--- config.mk ---
export PLATFORM = sky130hd
export DESIGN_NAME = power_clock_manager
export DESIGN_NICKNAME = d
export VERILOG_FILES = /design/src/logic/sync2.v /design/src/logic/clock_prescaler.v /design/src/logic/power_clock_manager.v
export VERILOG_INCLUDE_DIRS = /design/src /design/src/logic
export SDC_FILE = /design/constraint.sdc
export NUM_CORES = 1
export LEC_CHECK = 0
export ABC_CLOCK_PERIOD_IN_PS = 5300
export CAP_MARGIN = 10
export CORE_MARGIN = 10
export CORE_UTILIZATION = 65
export DETAILED_ROUTE_END_ITERATION = 6
export DONT_BUFFER_PORTS = 1
export PLACE_DENSITY_LB_ADDON = 0.12
export SYNTH_ARGS = -nofsm -noshare
export SYNTH_HDL_FRONTEND = slang
export SYNTH_SLANG_ARGS = --single-unit
--- constraint.sdc ---
create_clock -name aclk -period 5.3 [get_ports aclk]
set_clock_uncertainty 0.1 [all_clocks]
set_input_delay 1.06 -clock aclk [delete_from_list [all_inputs] [get_ports aclk]]
set_output_delay 1.06 -clock aclk [all_outputs]
set_load 0.005 [all_outputs]
--- src/logic/power_clock_manager_regs.vh ---
// Register offsets, field positions and reset values of the clock manager
`ifndef POWER_CLOCK_MANAGER_REGS_VH
`define POWER_CLOCK_MANAGER_REGS_VH

`define OFF_CLK_ENABLE 8'h00
`define OFF_CLK_DISABLE 8'h04
`define OFF_CLK_STATUS 8'h08
`define OFF_MEM_DISABLE 8'h0C
`define OFF_PERIPH_MAILBOX 8'h10
`define OFF_MASTER_CLOCK 8'h14
`define OFF_MANAGER_STATUS 8'h18
`define OFF_PROG_CLOCK0 8'h20
`define OFF_PROG_CLOCK1 8'h24

`define BIT_PROC 0
`define BIT_MEM 2
`define BIT_HOST 6
`define BIT_DEVICE 7
`define BIT_PROG0 8

`define MCK_SRC_LSB 0
`define MCK_SCALE_LSB 4
`define MCK_RATIO_LSB 8
`define MCK_HALVE_BIT 12
`define MCK_SRC_RESET 2'h1

`define MSRC_SLOW 2'h0
`define MSRC_MAIN 2'h1
`define MSRC_PLL 2'h2

`define PSRC_SLOW 3'h0
`define PSRC_MAIN 3'h1
`define PSRC_PLL 3'h2
`define PSRC_USB 3'h3
`define PSRC_MASTER 3'h4
`define PCFG_SRC_LSB 0
`define PCFG_SCALE_LSB 4

`define ST_MAIN_LOCK 1
`define ST_USB_LOCK 2
`define ST_MASTER_READY 3
`define ST_PROG_READY0 8

`define MB_ID_LSB 0
`define MB_CMD_BIT 8
`define MB_DIV_LSB 16
`define MB_EN_BIT 28
`define NUM_PERIPH 32

`define RESP_OKAY 2'h0
`define RESP_SLVERR 2'h2

`endif

--- src/logic/sync2.v ---
// Two-flop synchroniser for asynchronous levels
`timescale 1ns/1ns
module sync2 #(
  parameter WIDTH = 6
) (
  input wire aclk,
  input wire aresetn,
  input wire [WIDTH-1:0] async_in,
  output reg [WIDTH-1:0] sync_out
);

reg [WIDTH-1:0] stage1;

always @(posedge aclk)
begin
  if (!aresetn)
  begin
    stage1 <= {WIDTH{1'b0}};
    sync_out <= {WIDTH{1'b0}};
  end
  else
  begin
    stage1 <= async_in;
    sync_out <= stage1;
  end
end

endmodule // sync2

--- src/logic/clock_prescaler.v ---
// Power-of-two prescaler on a tick stream, 1 to 64
`timescale 1ns/1ns
module clock_prescaler (
  input wire aclk,
  input wire aresetn,
  input wire restart,
  input wire src_tick,
  input wire [2:0] scale,
  output reg tick
);

wire [5:0] last;

reg [5:0] count;

// Codes 6 and 7 both divide by 64
assign last = (scale >= 3'h6) ? 6'h3f : ((6'h01 << scale) - 6'h01);

always @(posedge aclk)
begin
  if (!aresetn || restart)
  begin
    count <= 6'h00;
    tick <= 1'h0;
  end
  else
  begin
    tick <= 1'h0;
    if (src_tick)
    begin
      if (count >= last)
      begin
        count <= 6'h00;
        tick <= 1'h1;
      end
      else
        count <= count + 6'h01;
    end
  end
end

endmodule // clock_prescaler

--- src/logic/power_clock_manager.v ---
// Clock selection, division and gating for core, memory, USB and peripherals
//
// Chosen here: the address map and the AXI4-Lite register port.
`timescale 1ns/1ns
// ---------------------------------------------------------------
// ---------------------------------------------------------------
`include "power_clock_manager_regs.vh"
module power_clock_manager (
  input wire aclk,
  input wire aresetn,
  input wire [7:0] s_axi_awaddr,
  input wire s_axi_awvalid,
  output reg s_axi_awready,
  input wire [31:0] s_axi_wdata,
  input wire [3:0] s_axi_wstrb,
  input wire s_axi_wvalid,
  output reg s_axi_wready,
  output reg [1:0] s_axi_bresp,
  output reg s_axi_bvalid,
  input wire s_axi_bready,
  input wire [7:0] s_axi_araddr,
  input wire s_axi_arvalid,
  output reg s_axi_arready,
  output reg [31:0] s_axi_rdata,
  output reg [1:0] s_axi_rresp,
  output reg s_axi_rvalid,
  input wire s_axi_rready,
  input wire slow_clock,
  input wire main_clock,
  input wire main_pll_clock,
  input wire usb_pll_clock,
  input wire main_pll_locked,
  input wire usb_pll_locked,
  input wire irq_wake,
  input wire instr_done,
  output reg processor_clock_en,
  output reg master_clock_en,
  output reg memory_clock_en,
  output reg usb_host_clock_en,
  output reg usb_device_clock_en,
  output reg [31:0] periph_clock_en,
  output wire prog_clock_out_0,
  output wire prog_clock_out_1
);

localparam ST_RUN = 3'h1;
localparam ST_SWITCH = 3'h2;
localparam ST_SETTLE = 3'h4;

// ---------------------------------------------------------------
// Pin synchronisation and edge ticks
// ---------------------------------------------------------------
wire [5:0] pins_s;
reg [3:0] clk_prev;
wire [3:0] clk_tick;
wire slow_tick;
wire main_tick;
wire pll_tick;
wire usb_tick;
wire main_lock_s;
wire usb_lock_s;
reg pll_phase;
wire pll_half_tick;

sync2 #(.WIDTH(6)) u_sync (
  .aclk(aclk),
  .aresetn(aresetn),
  .async_in({usb_pll_locked, main_pll_locked, usb_pll_clock, main_pll_clock, main_clock, slow_clock}),
  .sync_out(pins_s)
);

assign clk_tick = pins_s[3:0] & ~clk_prev;
assign slow_tick = clk_tick[0];
assign main_tick = clk_tick[1];
assign pll_tick = clk_tick[2];
assign usb_tick = clk_tick[3];
assign main_lock_s = pins_s[4];
assign usb_lock_s = pins_s[5];

always @(posedge aclk)
begin
  if (!aresetn)
  begin
    clk_prev <= 4'h0;
    pll_phase <= 1'h0;
  end
  else
  begin
    clk_prev <= pins_s[3:0];
    if (pll_tick)
      pll_phase <= ~pll_phase;
  end
end

// ---------------------------------------------------------------
// AXI4-Lite slave
// ---------------------------------------------------------------
reg aw_held;
reg w_held;
reg [7:0] wr_addr;
reg [31:0] wr_data;
reg [3:0] wr_strb;
wire wr_fire;
wire wr_full;
reg [31:0] rd_word;
reg rd_ok;

function is_mapped;
  input [7:0] a;
  begin
    case (a)
      `OFF_CLK_ENABLE, `OFF_CLK_DISABLE, `OFF_CLK_STATUS, `OFF_MEM_DISABLE,
      `OFF_PERIPH_MAILBOX, `OFF_MASTER_CLOCK, `OFF_MANAGER_STATUS,
      `OFF_PROG_CLOCK0, `OFF_PROG_CLOCK1: is_mapped = 1'h1;
      default: is_mapped = 1'h0;
    endcase
  end
endfunction

assign wr_fire = aw_held & w_held & ~s_axi_bvalid;
// Partial-word writes are acknowledged but change nothing
assign wr_full = wr_fire & (wr_strb == 4'hF) & is_mapped(wr_addr);

always @(posedge aclk)
begin
  if (!aresetn)
  begin
    aw_held <= 1'h0;
    w_held <= 1'h0;
    wr_addr <= 8'h00;
    wr_data <= 32'h0000_0000;
    wr_strb <= 4'h0;
    s_axi_awready <= 1'h1;
    s_axi_wready <= 1'h1;
    s_axi_bvalid <= 1'h0;
    s_axi_bresp <= `RESP_OKAY;
  end
  else
  begin
    if (s_axi_awvalid && s_axi_awready)
    begin
      aw_held <= 1'h1;
      wr_addr <= s_axi_awaddr;
      s_axi_awready <= 1'h0;
    end
    if (s_axi_wvalid && s_axi_wready)
    begin
      w_held <= 1'h1;
      wr_data <= s_axi_wdata;
      wr_strb <= s_axi_wstrb;
      s_axi_wready <= 1'h0;
    end
    if (wr_fire)
    begin
      aw_held <= 1'h0;
      w_held <= 1'h0;
      s_axi_bvalid <= 1'h1;
      s_axi_bresp <= is_mapped(wr_addr) ? `RESP_OKAY : `RESP_SLVERR;
    end
    if (s_axi_bvalid && s_axi_bready)
    begin
      s_axi_bvalid <= 1'h0;
      s_axi_awready <= 1'h1;
      s_axi_wready <= 1'h1;
    end
  end
end

always @(posedge aclk)
begin
  if (!aresetn)
  begin
    s_axi_arready <= 1'h1;
    s_axi_rvalid <= 1'h0;
    s_axi_rdata <= 32'h0000_0000;
    s_axi_rresp <= `RESP_OKAY;
  end
  else if (s_axi_arvalid && s_axi_arready)
  begin
    s_axi_arready <= 1'h0;
    s_axi_rvalid <= 1'h1;
    s_axi_rdata <= rd_word;
    s_axi_rresp <= rd_ok ? `RESP_OKAY : `RESP_SLVERR;
  end
  else if (s_axi_rvalid && s_axi_rready)
  begin
    s_axi_rvalid <= 1'h0;
    s_axi_arready <= 1'h1;
  end
end

wire wr_enable;
wire wr_disable;
wire wr_mem_disable;
wire wr_mailbox;
wire wr_master;

assign wr_enable = wr_full & (wr_addr == `OFF_CLK_ENABLE);
assign wr_disable = wr_full & (wr_addr == `OFF_CLK_DISABLE);
assign wr_mem_disable = wr_full & (wr_addr == `OFF_MEM_DISABLE);
assign wr_mailbox = wr_full & (wr_addr == `OFF_PERIPH_MAILBOX);
assign wr_master = wr_full & (wr_addr == `OFF_MASTER_CLOCK);

// ---------------------------------------------------------------
// Master clock selection and division
// ---------------------------------------------------------------
reg [1:0] cfg_src;
reg [2:0] cfg_scale;
reg [1:0] cfg_ratio;
reg cfg_halve;
reg [1:0] act_src;
reg [2:0] act_scale;
reg [1:0] act_ratio;
reg act_halve;
reg [2:0] mck_state;
reg master_ready;
reg apply;
reg [1:0] ratio_cnt;
reg [1:0] ratio_last;
reg [1:0] ratio_half;
wire use_fallback;
wire [1:0] eff_src;
wire pll_eff_tick;
wire proc_tick;
wire master_tick;
wire mem_tick;
reg src_tick;
reg new_src_tick;
reg [1:0] eff_src_q;

// unlocked main PLL falls back to main clock
assign use_fallback = (act_src == `MSRC_PLL) & ~main_lock_s;
assign eff_src = use_fallback ? `MSRC_MAIN : act_src;
assign pll_eff_tick = pll_tick & (~act_halve | pll_phase);

always @*
begin
  case (eff_src)
    `MSRC_SLOW: src_tick = slow_tick;
    `MSRC_PLL: src_tick = pll_eff_tick;
    default: src_tick = main_tick;
  endcase
  // no tick in the cycle the source changes
  if (eff_src != eff_src_q)
    src_tick = 1'h0;
  case (cfg_src)
    `MSRC_SLOW: new_src_tick = slow_tick;
    `MSRC_PLL: new_src_tick = main_lock_s ? pll_tick : main_tick;
    default: new_src_tick = main_tick;
  endcase
end

always @(posedge aclk)
begin
  if (!aresetn)
    eff_src_q <= `MCK_SRC_RESET;
  else
    eff_src_q <= eff_src;
end

clock_prescaler u_master_scale (
  .aclk(aclk),
  .aresetn(aresetn),
  .restart(apply),
  .src_tick(src_tick),
  .scale(act_scale),
  .tick(proc_tick)
);

// divider codes 1, 2, 4, 3
always @*
begin
  case (act_ratio)
    2'h1: ratio_last = 2'h1;
    2'h2: ratio_last = 2'h3;
    2'h3: ratio_last = 2'h2;
    default: ratio_last = 2'h0;
  endcase
  ratio_half = (act_ratio == 2'h2) ? 2'h2 : 2'h1;
end

// master rate is processor rate over divider
assign master_tick = proc_tick & (ratio_cnt == 2'h0);
// two memory ticks per master period
// none while divider field is zero
assign mem_tick = proc_tick & (act_ratio != 2'h0) & ((ratio_cnt == 2'h0) | (ratio_cnt == ratio_half));

always @(posedge aclk)
begin
  if (!aresetn || apply)
    ratio_cnt <= 2'h0;
  else if (proc_tick)
    ratio_cnt <= (ratio_cnt >= ratio_last) ? 2'h0 : ratio_cnt + 2'h1;
end

// switch applied only at a tick of the new source
always @(posedge aclk)
begin
  if (!aresetn)
  begin
    cfg_src <= `MCK_SRC_RESET;
    cfg_scale <= 3'h0;
    cfg_ratio <= 2'h0;
    cfg_halve <= 1'h0;
    act_src <= `MCK_SRC_RESET;
    act_scale <= 3'h0;
    act_ratio <= 2'h0;
    act_halve <= 1'h0;
    mck_state <= ST_SETTLE;
    master_ready <= 1'h0;
    apply <= 1'h0;
  end
  else
  begin
    apply <= 1'h0;
    if (wr_master)
    begin
      cfg_src <= wr_data[`MCK_SRC_LSB+1:`MCK_SRC_LSB];
      cfg_scale <= wr_data[`MCK_SCALE_LSB+2:`MCK_SCALE_LSB];
      cfg_ratio <= wr_data[`MCK_RATIO_LSB+1:`MCK_RATIO_LSB];
      cfg_halve <= wr_data[`MCK_HALVE_BIT];
      master_ready <= 1'h0;
      mck_state <= ST_SWITCH;
    end
    else
    begin
      case (mck_state)
        ST_SWITCH:
        begin
          if (new_src_tick)
          begin
            act_src <= cfg_src;
            act_scale <= cfg_scale;
            act_ratio <= cfg_ratio;
            act_halve <= cfg_halve;
            apply <= 1'h1;
            mck_state <= ST_SETTLE;
          end
        end
        ST_SETTLE:
        begin
          // ready once new clock has ticked
          if (master_tick && !use_fallback)
          begin
            master_ready <= 1'h1;
            mck_state <= ST_RUN;
          end
        end
        ST_RUN:
        begin
          if (use_fallback)
          begin
            master_ready <= 1'h0;
            mck_state <= ST_SETTLE;
          end
        end
        default: mck_state <= ST_SETTLE;
      endcase
    end
  end
end

// ---------------------------------------------------------------
// System clock gates
// ---------------------------------------------------------------
reg proc_on;
reg stop_pending;
reg mem_on;
reg host_on;
reg device_on;

always @(posedge aclk)
begin
  if (!aresetn)
  begin
    proc_on <= 1'h1;
    stop_pending <= 1'h0;
    mem_on <= 1'h0;
    host_on <= 1'h0;
    device_on <= 1'h0;
  end
  else
  begin
    if (irq_wake || (wr_enable && wr_data[`BIT_PROC]))
    begin
      proc_on <= 1'h1;
      stop_pending <= 1'h0;
    end
    else if (wr_disable && wr_data[`BIT_PROC])
      stop_pending <= 1'h1;
    else if (stop_pending && instr_done)
    begin
      proc_on <= 1'h0;
      stop_pending <= 1'h0;
    end
    if (wr_enable && wr_data[`BIT_MEM])
      mem_on <= 1'h1;
    else if ((wr_disable || wr_mem_disable) && wr_data[`BIT_MEM])
      mem_on <= 1'h0;
    if (wr_enable && wr_data[`BIT_HOST])
      host_on <= 1'h1;
    else if (wr_disable && wr_data[`BIT_HOST])
      host_on <= 1'h0;
    if (wr_enable && wr_data[`BIT_DEVICE])
      device_on <= 1'h1;
    else if (wr_disable && wr_data[`BIT_DEVICE])
      device_on <= 1'h0;
  end
end

// ---------------------------------------------------------------
// Peripheral clock mailbox
// ---------------------------------------------------------------
reg [31:0] periph_en;
reg [1:0] periph_div [0:`NUM_PERIPH-1];
reg [5:0] mb_id;
reg [2:0] pdiv_cnt;
wire [5:0] cmd_id;
integer k;

// identifier, command, divider and enable positions
// identifier is the product peripheral number
assign cmd_id = wr_data[`MB_ID_LSB+5:`MB_ID_LSB];

always @(posedge aclk)
begin
  if (!aresetn)
  begin
    // all peripheral clocks off after reset
    periph_en <= 32'h0000_0000;
    for (k = 0; k < `NUM_PERIPH; k = k + 1)
      periph_div[k] <= 2'h0;
    mb_id <= 6'h00;
    pdiv_cnt <= 3'h0;
    periph_clock_en <= 32'h0000_0000;
  end
  else
  begin
    if (master_tick)
      pdiv_cnt <= pdiv_cnt + 3'h1;
    // write command updates, read command selects
    if (wr_mailbox && !cmd_id[5])
    begin
      mb_id <= cmd_id;
      if (wr_data[`MB_CMD_BIT])
      begin
        periph_en[cmd_id[4:0]] <= wr_data[`MB_EN_BIT];
        periph_div[cmd_id[4:0]] <= wr_data[`MB_DIV_LSB+1:`MB_DIV_LSB];
      end
    end
    // gated, divided by 1, 2, 4, 8
    for (k = 0; k < `NUM_PERIPH; k = k + 1)
      periph_clock_en[k] <= master_tick & periph_en[k] &
        ((pdiv_cnt & ((3'h1 << periph_div[k]) - 3'h1)) == 3'h0);
  end
end

// ---------------------------------------------------------------
// Programmable clock outputs
// ---------------------------------------------------------------
wire [11:0] prog_cfg_w;
wire [1:0] prog_on_w;
wire [1:0] prog_rdy_w;
wire [1:0] prog_pulse_w;

genvar g;
generate
  for (g = 0; g < 2; g = g + 1)
  begin : prog
    localparam [7:0] MY_OFF = (g == 0) ? `OFF_PROG_CLOCK0 : `OFF_PROG_CLOCK1;
    localparam MY_BIT = `BIT_PROG0 + g;
    reg [2:0] src;
    reg [2:0] scale;
    reg on;
    reg rdy;
    reg pulse;
    reg restart;
    reg tick_in;
    wire tick_out;
    wire wr_cfg;

    assign wr_cfg = wr_full & (wr_addr == MY_OFF);

    always @*
    begin
      case (src)
        `PSRC_SLOW: tick_in = slow_tick;
        `PSRC_MAIN: tick_in = main_tick;
        `PSRC_PLL: tick_in = pll_eff_tick;
        `PSRC_USB: tick_in = usb_tick;
        `PSRC_MASTER: tick_in = master_tick;
        default: tick_in = 1'h0;
      endcase
    end

    clock_prescaler u_scale (
      .aclk(aclk),
      .aresetn(aresetn),
      .restart(restart),
      .src_tick(tick_in),
      .scale(scale),
      .tick(tick_out)
    );

    always @(posedge aclk)
    begin
      if (!aresetn)
      begin
        src <= `PSRC_SLOW;
        scale <= 3'h0;
        on <= 1'h0;
        rdy <= 1'h0;
        pulse <= 1'h0;
        restart <= 1'h0;
      end
      else
      begin
        restart <= wr_cfg;
        // ready after first tick of new setting
        if (wr_cfg)
        begin
          src <= wr_data[`PCFG_SRC_LSB+2:`PCFG_SRC_LSB];
          scale <= wr_data[`PCFG_SCALE_LSB+2:`PCFG_SCALE_LSB];
          rdy <= 1'h0;
        end
        else if (tick_out && !restart)
          rdy <= 1'h1;
        if (wr_enable && wr_data[MY_BIT])
          on <= 1'h1;
        else if (wr_disable && wr_data[MY_BIT])
          on <= 1'h0;
        pulse <= tick_out & on;
      end
    end

    assign prog_cfg_w[6*g+5:6*g] = {scale, src};
    assign prog_on_w[g] = on;
    assign prog_rdy_w[g] = rdy;
    assign prog_pulse_w[g] = pulse;
  end
endgenerate

assign prog_clock_out_0 = prog_pulse_w[0];
assign prog_clock_out_1 = prog_pulse_w[1];

// ---------------------------------------------------------------
// Clock outputs and read data
// ---------------------------------------------------------------
always @(posedge aclk)
begin
  if (!aresetn)
  begin
    processor_clock_en <= 1'h0;
    master_clock_en <= 1'h0;
    memory_clock_en <= 1'h0;
    usb_host_clock_en <= 1'h0;
    usb_device_clock_en <= 1'h0;
  end
  else
  begin
    processor_clock_en <= proc_tick & proc_on;
    master_clock_en <= master_tick;
    memory_clock_en <= mem_tick & mem_on;
    // USB clocks need enable and lock
    usb_host_clock_en <= usb_tick & host_on & usb_lock_s;
    usb_device_clock_en <= usb_tick & device_on & usb_lock_s;
  end
end

always @*
begin
  rd_word = 32'h0000_0000;
  rd_ok = 1'h1;
  case (s_axi_araddr)
    `OFF_CLK_STATUS:
      rd_word = ({31'h0, proc_on} << `BIT_PROC) | ({31'h0, mem_on} << `BIT_MEM) |
        ({31'h0, host_on} << `BIT_HOST) | ({31'h0, device_on} << `BIT_DEVICE) |
        ({30'h0, prog_on_w} << `BIT_PROG0);
    `OFF_PERIPH_MAILBOX:
      rd_word = ({31'h0, periph_en[mb_id[4:0]]} << `MB_EN_BIT) |
        ({30'h0, periph_div[mb_id[4:0]]} << `MB_DIV_LSB) | ({26'h0, mb_id} << `MB_ID_LSB);
    `OFF_MASTER_CLOCK:
      rd_word = ({30'h0, cfg_src} << `MCK_SRC_LSB) | ({29'h0, cfg_scale} << `MCK_SCALE_LSB) |
        ({30'h0, cfg_ratio} << `MCK_RATIO_LSB) | ({31'h0, cfg_halve} << `MCK_HALVE_BIT);
    `OFF_MANAGER_STATUS:
      rd_word = ({31'h0, main_lock_s} << `ST_MAIN_LOCK) | ({31'h0, usb_lock_s} << `ST_USB_LOCK) |
        ({31'h0, master_ready} << `ST_MASTER_READY) | ({30'h0, prog_rdy_w} << `ST_PROG_READY0);
    `OFF_PROG_CLOCK0: rd_word = {26'h0, prog_cfg_w[5:0]};
    `OFF_PROG_CLOCK1: rd_word = {26'h0, prog_cfg_w[11:6]};
    `OFF_CLK_ENABLE, `OFF_CLK_DISABLE, `OFF_MEM_DISABLE: rd_word = 32'h0000_0000;
    default: rd_ok = 1'h0;
  endcase
end

endmodule // power_clock_manager

==> results.md, run 1 <==
* Status: completed
* Final setup vio count at 0
* Initial Util at 65.9%
* CP max FO at 32
* Setup crit end kind: flop
* Max Fclk at 0.279 GHz
* Vias in the first global route at 9,634
* Final Core Density at 70.6%
* Arrival @ worst endpoint at 3.68 ns
* # IOs at 147
* # hold bufs at CTS at 0
* Buf/Inv on CP at 0
* Clock network fraction of total power at 44.9%
* Worst Max-Slew Pin Slew at 1.28 ns
* RePlAce Congestion at 0.883
* Seq/Total Area, Yosys at 49.5%
* DRC at 0
* Power Dens Cells at 324 mW/mm^2
* Port bufs at 0
* Post-synth top flop: dfxtp_1
* Share of layout cells above drive strength 1 at 7.04%
* MaxCap Viol Count at 0
* First-pass GRT wire length at 51,400 um
* Crit path kind: reg -> reg
* Std cell rows at 51
* Post-Layout Cell Count at 1,615
* WL final at 32,200 um
* Int Power at 0.00347 W
* CP max stage cell: nand4b_2
* Final hold vios at 0
* Worst min path class: reg -> reg
* Setup_tns at 0 ns
* Area Growth Syn to Fin at 7.16%
* Worst-path cell chain: or4_1, nor4_4, nand4b_2, o21ai_0
* Mapped cell area at 0.0128 sq mm
* CP delay by family, top: simple AND/OR/NAND/NOR gates
* H-tree levels at 1
* Routed len/inst at 19.9 um
* TritonCTS buffer count at 29
* HPWL after DPL at 21,700 um
* Yosys Warn Count at 0
* Sequential share of power at 51.8%
* Part of the power in combinational logic at 3.3%
* Final period util at 67.6%
* #FFs+latches synth at 284
* Die area at 0.0257 sq mm
* Sw Share at 21.8%
* NetSw at 0.000966 W
* Post-Synthesis Cells at 1,376
* Slew margin rel. at 13.7%
* FILL cells at 1,517
* P_leak at 5.16 nW
* Syn Area/Cell at 9.29 sq um
* GRT Total Usage at 24.3%
* Worst EP required at 5.39 ns
* Pins over their slew limit at 0
* Pin count of the biggest net entering global routing at 76
* # clock sinks at 284
* Initial DRC Count at 1,083
* Core area at 0.0194 sq mm
* Area leader, netlist: dfxtp_1
* Post-synth EDFFs at 64
* Slowest stage delay, CP at 0.90 ns
* Final min period at 3.58 ns
* CP Launch Type: flop
* Initial antenna violation count at 1
* CTS clk-pin slew, worst paths at 0.06 ns
* Die height at 160 um
* Post-route ant nets at 0
* TritonRoute pass-1 iters at 5
* Via-to-Cell Ratio at 6.24
* Unrepaired setup endpoints after global routing: no
* Worst skew pair latency at 0.55 ns
* Synth top area share at 34.4%
* Buffer levels on the longest clock path at 3
* GRT overflow at 0
* Resize count post-CTS at 0
* Placed Cells at 1,560
* Nets at 1,421
* DIE WIDTH at 160 um
* CTS tree: yes
* Postcts setup bufs at 0
* Async SR Flop Fraction at 0%
* Max VDD drop at 270 uV
* Vias at 10,083
* CTS root buf: clkbuf_16
* Most area-consuming cells after synthesis: dfxtp_1, edfxtp_1, a21oi_1, nor2_1, nand2_1
* Post-synth cell types at 67
[final timing paths]
kind / start / to / slack [ns] / cells past startpoint
worst max-delay path: wr_addr[0]$_SDFFE_PN0P_ / periph_div[16][0]$_SDFFCE_PN0P_ / 1.72 / 4
worst min-delay path: u_sync.stage1[2]$_SDFF_PN0_ / u_sync.sync_out[2]$_SDFF_PN0_ / 0.33 / 1
worst max register to register: wr_addr[0]$_SDFFE_PN0P_ / periph_div[16][0]$_SDFFCE_PN0P_ / 1.72 / 4
worst min register to register: u_sync.stage1[2]$_SDFF_PN0_ / u_sync.sync_out[2]$_SDFF_PN0_ / 0.33 / 1
[power groups by stage]
stage               sequential (W)  combinational [W]  clock (W)
floorplan                  0.00232           0.000141          0
global route               0.00230           0.000163    0.00210
detailed placement         0.00234           0.000144          0
CTS                        0.00230           0.000144    0.00201
finish                     0.00230           0.000147    0.00199
global placement           0.00234           0.000140          0
[registers in the layout (all words and copies together) (netlist names), 4 cells and up, named ones only]
| signal | flops |
|---|---|
| periph_div | 64 |
| prog.scale | 6 |
| u_master_scale.count | 6 |
| wr_strb | 4 |
| u_sync.sync_out | 6 |
| prog.src | 6 |
| s_axi_rdata | 14 |
| u_sync.stage1 | 6 |
| wr_data | 14 |
| wr_addr | 8 |
| periph_clock_en | 32 |
| mb_id | 6 |
| prog.u_scale.count | 12 |
| clk_prev | 4 |
| periph_en | 32 |
[layer usage]
layer | track usage [%] | part of all wire (%) | vias to the layer above
met5 | 0 | 0 | -
met3 | 5.78 | 9.9 | 56
li1 | - | - | 4723
met4 | 5.30 | 1.7 | 0
met2 | 37.7 | 45 | 443
met1 | 33.7 | 43 | 4861
[cell families after synthesis]
family	share of synthesized area [%]
AO/OA/AOI/OAI	15.1
XOR/XNOR	0.959
adder cells (fa/ha/maj)	2.74
buffers and inverters	4.60
flip-flops	49.5
multiplexers	8.09
other	0.0293
AND/OR/NAND/NOR	19.0
[Yosys cell counts (3+ instances only)]
master	n
a211oi_1	5
a21o_1	34
a21oi_1	143
a22o_1	12
a22oi_1	12
a311oi_1	4
a32oi_1	4
and2_1	21
and3_1	7
and4_1	3
buf_1	9
buf_2	11
buf_4	20
clkbuf_1	68
dfxtp_1	220
edfxtp_1	64
ha_1	28
inv_1	25
mux2i_1	46
mux4_2	25
nand2_1	158
nand2b_1	24
nand3_1	36
nand3b_1	5
nand4_1	9
nor2_1	171
nor2b_1	11
nor3_1	25
nor3b_1	10
nor4_1	6
o21a_1	3
o21ai_0	77
o22ai_1	10
or2_2	5
or3_1	11
or3b_2	3
or4_1	4
xnor2_1	8
xor2_1	6
[through the flow]
stage / cell area, sq um / power [W] / setup slack (ns) / hold slack [ns]
after global placement: 12800 / 0.00248 / 1.79 / 0.320
after CTS: 13700 / 0.00445 / 1.74 / 0.335
after global routing: 13700 / 0.00456 / 1.50 / 0.347
final: 13700 / 0.00444 / 1.72 / 0.330
after floorplan: 12900 / 0.00246 / 2.30 / 0.311
after detailed placement: 12800 / 0.00249 / 1.74 / 0.320
[cell usage in the layout (no fill, tap or decap), types with 10 or more instances in the layout]
cell	n
or3_1	11
ha_1	28
conb_1	20
nand3_1	35
nor2b_1	11
dfxtp_1	219
mux4_2	25
a22oi_1	12
nor3b_1	10
inv_1	24
nor3_1	25
a21oi_1	143
nor2_1	171
nand2_1	158
nand2b_1	24
mux2i_1	46
o22ai_1	10
and2_1	21
a21o_1	34
edfxtp_1	64
o21ai_0	77
a22o_1	12
clkbuf_16	30
[final cells by class]
cell class / instances / area [sq um] / share of cell area, %
Antenna cell: 1 / 2.50 / 0.0183
Clock buffer: 39 / 815 / 5.94
Clock inverter: 15 / 123 / 0.895
Inverter: 25 / 95.1 / 0.694
Multi-Input combinational cell: 978 / 5950 / 43.4
Sequential cell: 284 / 6330 / 46.2
Tap cell: 265 / 332 / 2.42
Timing Repair Buffer: 8 / 60.1 / 0.438
Note: power is estimated with default switching activity, not from simulation.
==> run 2: changes to the inputs <==
--- a/config.mk
+++ b/config.mk
@@ -6,10 +6,10 @@
 export SDC_FILE = /design/constraint.sdc
 export NUM_CORES = 1
 export LEC_CHECK = 0
-export ABC_CLOCK_PERIOD_IN_PS = 5300
+export ABC_CLOCK_PERIOD_IN_PS = 3400
 export CAP_MARGIN = 10
 export CORE_MARGIN = 10
-export CORE_UTILIZATION = 65
+export CORE_UTILIZATION = 64
 export DETAILED_ROUTE_END_ITERATION = 6
 export DONT_BUFFER_PORTS = 1
 export PLACE_DENSITY_LB_ADDON = 0.12
==> constraint.sdc (replaced) <==
create_clock -name aclk -period 3.4 [get_ports aclk]
set_clock_uncertainty 0.1 [all_clocks]
set_input_delay 0.68 -clock aclk [delete_from_list [all_inputs] [get_ports aclk]]
set_output_delay 0.68 -clock aclk [all_outputs]
set_load 0.005 [all_outputs]
==> run 2 against run 1 <==
Hold slack got worse by 0.20 ns. Sequential cell count did not move. First-iteration DRC count fell by 8.8%. Die area rose by 1.4%. Critical path type unchanged. Register-to-register slack got worse by 1.1 ns. Via count fell by 0.18%. Sequential power rose by 56%.
==> results.md, run 2 (same netlist as run 1, synthesis figures left out) <==
* GRT Total Usage at 24.0% (-0.23 points)
* Arrival @ worst endpoint at 2.93 ns (-0.75 ns)
* Status: completed
* TritonCTS buffer count at 30 (+3.4%)
* CP max FO at 40 (+25%)
* CP Launch Type: flop
* Setup_tns at 0 ns (unchanged)
* Worst Max-Slew Pin Slew at 1.33 ns (+0.0482 ns)
* Post-route cell area at 0.0139 sq mm (+1.4%)
* HPWL after DPL at 21,600 um (-0.50%)
* Final hold vios at 0 (unchanged)
* Area Growth Syn to Fin at 8.62%
* Most common cell after layout, fill and taps aside: dfxtp_1
* Routed len/inst at 20.0 um (+0.34%)
* # clock sinks at 284 (unchanged)
* Cell area after placement at 0.0128 sq mm (+0.64%)
* Worst Hold Slack at 0.128 ns (-0.202 ns)
* WL final at 32,500 um (+1.0%)
* Pins over their slew limit at 0 (unchanged)
* Crit path kind: reg -> reg
* Biggest regs: periph_div (64), periph_clock_en (32), periph_en (32)
* Worst setup margin at 0.591 ns (-1.12 ns)
* Std cell rows at 51 (unchanged)
* Max reg flops at 64 (unchanged)
* Final setup vio count at 0 (unchanged)
* TritonRoute pass-1 iters at 5 (unchanged)
* Nets at 1,432 (+0.77%)
* P_leak at 5.26 nW (+1.9%)
* Die height at 161 um (+0.68%)
* Via-to-Cell Ratio at 6.19 (-0.85%)
* Power Dens Cells at 518 mW/mm^2 (+60%)
* Setup crit end kind: flop
* Buffer levels on the longest clock path at 3 (unchanged)
* Max Fclk at 0.356 GHz (+28%)
* Share of layout cells above drive strength 1 at 8.23% (+1.2 points)
* Post-route ant nets at 0 (unchanged)
* Unrepaired setup endpoints after global routing: no
* RePlAce Congestion at 0.910 (+3.1%)
* Commonest non-fill, non-tap cells in the layout: dfxtp_1, nor2_1, nand2_1, a21oi_1, o21ai_0
* # hold bufs at CTS at 0 (unchanged)
* Pin count of the biggest net entering global routing at 106 (+39%)
* Pre-CTS setup slack at 0.624 ns (-1.11 ns)
* CTS tree: yes
* Antenna Diode Count at 0 (-1)
* Crit path launch: wr_addr[6]$_SDFFE_PN0P_
* Vias at 10,065 (-0.18%)
* Resize count post-CTS at 0 (unchanged)
* Worst EP required at 3.52 ns (-1.87 ns)
* Worst min path class: in -> reg
* Die area at 0.0260 sq mm (+1.4%)
* DIE WIDTH at 161 um (+0.68%)
* Initial DRC Count at 988 (-8.8%)
* Postcts setup bufs at 0 (unchanged)
* Largest Register: periph_div
* Slew margin rel. at 11.2% (-2.5 points)
* Max VDD drop at 439 uV (+63%)
* DRC at 0 (unchanged)
* R2R Path Start: wr_addr[6]$_SDFFE_PN0P_
* Worst min-delay path startpoint: s_axi_awvalid
* GRT overflow at 0 (unchanged)
* CTS clk-pin slew, worst paths at 0.06 ns (about the same)
* CTS root buf: clkbuf_16
* MaxCap Viol Count at 0 (unchanged)
* Port bufs at 0 (unchanged)
* Final min period at 2.81 ns (-0.775 ns)
* H-tree levels at 1 (unchanged)
* Core area at 0.0196 sq mm (+0.99%)
* Vias in the first global route at 9,463 (-1.8%)
* Final period util at 82.6% (+15 points)
* # IOs at 147 (unchanged)
* Initial Util at 65.3% (-0.64 points)
* First-pass GRT wire length at 51,400 um (-0.11%)
* Worst skew pair latency at 0.55 ns (about the same)
* Initial antenna violation count at 0 (-1)
run 2: report_power, final:
| group | internal, W | switching (W) |
|---|---|---|
| clock network | 0.00203 | 0.00134 |
| logic | 0.0000781 | 0.000150 |
| registers | 0.00351 | 0.0000772 |
run 2: worst max-delay path, cell delays in order, from the launching register on:
cell,delay (ns)
dfxtp_1,0.32
or4_1,0.61
nor4_4,0.63
nand3_1,0.14
buf_4,0.32
o21ai_0,0.36
run 2: routing by layer:
metal  global-route usage, %  part of all wire, %  up-vias
met5                       0                    0        -
met4                    7.73                  2.5        0
met3                    5.26                  9.7       65
li1                        -                    -     4748
met1                    33.3                   42     4800
met2                    36.7                   45      452
run 2: final timing paths:
kind | endpoint | slack, ns | cells after the start
worst max-delay path | periph_div[7][0]$_SDFFCE_PN0P_ | 0.59 | 5
worst min-delay path | s_axi_awready$_SDFFE_PP1P_ | 0.13 | 1
worst max register to register | periph_div[7][0]$_SDFFCE_PN0P_ | 0.59 | 5
worst min register to register | u_sync.sync_out[2]$_SDFF_PN0_ | 0.33 | 1
run 2: metrics by stage:
stage,total power (W),instances,utilization (%)
floorplan,0.00384,1395,-
global placement,0.00387,1570,65.6
detailed placement,0.00388,1570,65.6
CTS,0.00721,1626,70.9
global route,0.00739,1626,70.9
finish,0.00719,1626,70.9
run 2: area by class of cell:
| cell class | instances | area, sq um |
|---|---|---|
| Sequential cell | 284 | 6330 |
| Clock buffer | 44 | 926 |
| Tap cell | 265 | 332 |
| Multi-Input combinational cell | 978 | 5940 |
| Timing Repair Buffer | 18 | 148 |
| Fill cell | 1502 | 5700 |
| Inverter | 25 | 95.1 |
| Clock inverter | 12 | 119 |
==> run 3: changes to the inputs <==
--- a/config.mk
+++ b/config.mk
@@ -6,10 +6,10 @@
 export SDC_FILE = /design/constraint.sdc
 export NUM_CORES = 1
 export LEC_CHECK = 0
-export ABC_CLOCK_PERIOD_IN_PS = 3400
+export ABC_CLOCK_PERIOD_IN_PS = 2390
 export CAP_MARGIN = 10
 export CORE_MARGIN = 10
-export CORE_UTILIZATION = 64
+export CORE_UTILIZATION = 57
 export DETAILED_ROUTE_END_ITERATION = 6
 export DONT_BUFFER_PORTS = 1
 export PLACE_DENSITY_LB_ADDON = 0.12
==> constraint.sdc (replaced) <==
create_clock -name aclk -period 2.39 [get_ports aclk]
set_clock_uncertainty 0.1 [all_clocks]
set_input_delay 0.478 -clock aclk [delete_from_list [all_inputs] [get_ports aclk]]
set_output_delay 0.478 -clock aclk [all_outputs]
set_load 0.005 [all_outputs]
==> run 3 against run 2 <==
Global-route usage decreased by 0.68 points. Register-to-register slack got worse by 0.54 ns. Clock power increased by 41%.
==> results.md, run 3 (same netlist as run 1, synthesis figures left out) <==
* Status: completed
* GRT Total Usage at 23.3% (-0.68 points)
* Port bufs at 0 (unchanged)
* Final hold vios at 0 (unchanged)
* Setup slack, reg-to-reg at 0.05 ns (-0.54 ns)
* CP max FO at 40 (unchanged)
* # IOs at 147 (unchanged)
* Vias in the first global route at 9,918 (+4.8%)
* Area Growth Syn to Fin at 15.1%
* Nets at 1,518 (+6.0%)
* Post-route ant nets at 0 (unchanged)
* Via-to-Cell Ratio at 6.00 (-3.1%)
* Vias at 10,360 (+2.9%)
* Sequential cell area at 0.00633 sq mm (unchanged)
* Min-Delay Path Depth at 2 (+1)
* Std cell rows at 54 (+5.9%)
* Sequential share of power at 49.5% (-0.4 points)
* Final setup vio count at 0 (unchanged)
* R2R Path End: periph_div[19][0]$_SDFFCE_PN0P_
* P_leak at 5.68 nW (+8.0%)
* Worst Max-Slew Pin Slew at 0.800 ns (-0.531 ns)
* Antenna Diode Count at 0 (unchanged)
* Crit path kind: reg -> reg
* Largest Register: periph_div
* Initial DRC Count at 939 (-5.0%)
* Worst min path class: in -> reg
* PnR Total Power at 0.0103 W (+43%)
* Die height at 170 um (+5.2%)
* CP max stage cell: or4_4
* Worst reg2reg path depth at 6 (+1)
* WL final at 34,400 um (+5.9%)
* Core area at 0.0220 sq mm (+12%)
* CTS clk-pin slew, worst paths at 0.06 ns (about the same)
* Worst EP required at 2.51 ns (-1.01 ns)
* Hold Path End: s_axi_rresp[1]$_SDFFE_PN0P_
* DIE WIDTH at 170 um (+5.2%)
* Worst Hold Slack at 0.0123 ns (-0.116 ns)
* Worst skew pair latency at 0.55 ns (about the same)
* Die area at 0.0288 sq mm (+11%)
* Int Power at 0.00807 W (+44%)
* Arrival @ worst endpoint at 2.46 ns (-0.47 ns)
* CP Launch Type: flop
* GRT overflow at 0 (unchanged)
* FILL cells at 1,712 (+14%)
* DRC at 0 (unchanged)
* Routed len/inst at 19.9 um (-0.30%)
* Commonest non-fill, non-tap cells in the layout: dfxtp_1, nor2_1, nand2_1, a21oi_1, edfxtp_1
* # clock sinks at 284 (unchanged)
* NetSw at 0.00221 W (+41%)
* TritonRoute pass-1 iters at 5 (unchanged)
* Share of layout cells above drive strength 1 at 10.8% (+2.6 points)
* Buffer levels on the longest clock path at 3 (unchanged)
* Max VDD drop at 642 uV (+46%)
* CTS root buf: clkbuf_16
* H-tree levels at 1 (unchanged)
* Most common cell after layout, fill and taps aside: dfxtp_1
* Pin count of the biggest net entering global routing at 83 (-22%)
* RePlAce Congestion at 0.907 (-0.38%)
* Sw Share at 21.5% (-0.33 points)
* Final min period at 2.34 ns (-0.474 ns)
* Slowest stage delay, CP at 0.55 ns (-0.08 ns)
* MaxCap Viol Count at 0 (unchanged)
* Part of the power in combinational logic at 4.3% (+1.1 points)
* CTS tree: yes
* Worst-path cell chain: or4_4, nor4_4, buf_4, nand3_1, buf_12, o21ai_0
* First-pass GRT wire length at 54,200 um (+5.5%)
* Max Fclk at 0.428 GHz (+20%)
* TritonCTS buffer count at 30 (unchanged)
* Final period util at 97.7% (+15 points)
* Initial antenna violation count at 1 (+1)
* R2R Path Start: wr_addr[0]$_SDFFE_PN0P_
* Clock network fraction of total power at 46.2% (-0.8 points)
* Pins over their slew limit at 0 (unchanged)
* Biggest regs: periph_div (64), periph_clock_en (32), periph_en (32)
* Max reg flops at 64 (unchanged)
* Power Dens Cells at 699 mW/mm^2 (+35%)
* HPWL after DPL at 23,100 um (+7.1%)
* Multi-input logic area at 0.00597 sq mm (+0.40%)
* Slew margin rel. at 46.5% (+35 points)
* Worst min-delay path startpoint: s_axi_araddr[2]
* Initial Util at 58.2% (-7.0 points)
* Setup crit end kind: flop
[run 3: cell types whose count changed in the layout (fill, tap and decap cells not counted), sizes merged]
cell / delta
buf: +44
clkbuf: +4
clkinv: -1
clkinvlp: -2
dlygate4sd3: +42
inv: -1
[run 3: per-layer routing]
metal,GRT usage (%),routed length (um)
met1,31.5,14700
met2,37.1,15800
met3,5.47,3220
met4,5.65,694
met5,0,0
[run 3: cell type report]
type	instances	share of cell area (%)
Inverter	25	0.646
Clock buffer	48	6.39
Timing Repair Buffer	104	6.41
Sequential cell	284	43.0
Tap cell	280	2.38
Clock inverter	8	0.629
Multi-Input combinational cell	978	40.6
[run 3: power by group through the flow]
stage	Clock, W	Combinational [W]	Sequential (W)
6_report	0.00475	0.000437	0.00509
5_1_grt	0.00501	0.000481	0.00510
4_1_cts	0.00480	0.000424	0.00509
3_5_place_dp	0	0.000359	0.00519
3_3_place_gp	0	0.000351	0.00519
2_1_floorplan	0	0.000318	0.00515
[run 3: per-stage QoR]
| stage | instances | setup slack [ns] | instance area (sq um) | utilization, % | TNS, ns |
|---|---|---|---|---|---|
| 6_report | 1727 | 0.0543 | 14700 | 67.0 | 0 |
| 3_5_place_dp | 1627 | 0.0395 | 13200 | 60.3 | 0 |
| 5_1_grt | 1727 | -0.0117 | 14700 | 67.0 | -0.0543 |
| 3_3_place_gp | 1627 | 0.0574 | 13200 | 60.3 | 0 |
| 2_1_floorplan | 1395 | 0.0182 | 12900 | - | 0 |
| 4_1_cts | 1725 | 0.0346 | 14700 | 66.9 | 0 |
[run 3: how the worst max path moves through the flow]
stage                            startpoint                              end
floorplan           wr_addr[6]$_SDFFE_PN0P_  periph_div[29][0]$_SDFFCE_PN0P_
global placement            s_axi_araddr[1]     s_axi_rdata[28]$_SDFFE_PN0P_
detailed placement  wr_addr[0]$_SDFFE_PN0P_  periph_div[11][1]$_SDFFCE_PN0P_
finish              wr_addr[0]$_SDFFE_PN0P_  periph_div[19][0]$_SDFFCE_PN0P_
global route        wr_addr[0]$_SDFFE_PN0P_  periph_div[30][1]$_SDFFCE_PN0P_
CTS                 wr_addr[0]$_SDFFE_PN0P_  periph_div[11][1]$_SDFFCE_PN0P_
[run 3: critical path: cells and delay by family, from the launching register on]
kind                   cells  cell delay [ns]
AOI/OAI and AO/OA          1             0.29
and+or+nand+nor            3             0.88
buffers and inverters      2             0.38
DFF                        1             0.34
[run 3: timing repair]
action | 4_1_cts | 5_1_grt
resized for setup | 0 | 24
endpoints found under the setup margin | 0 | 66
hold buffers | 42 | 0
setup buffers | 0 | 2
endpoints found under the hold margin | 53 | 0
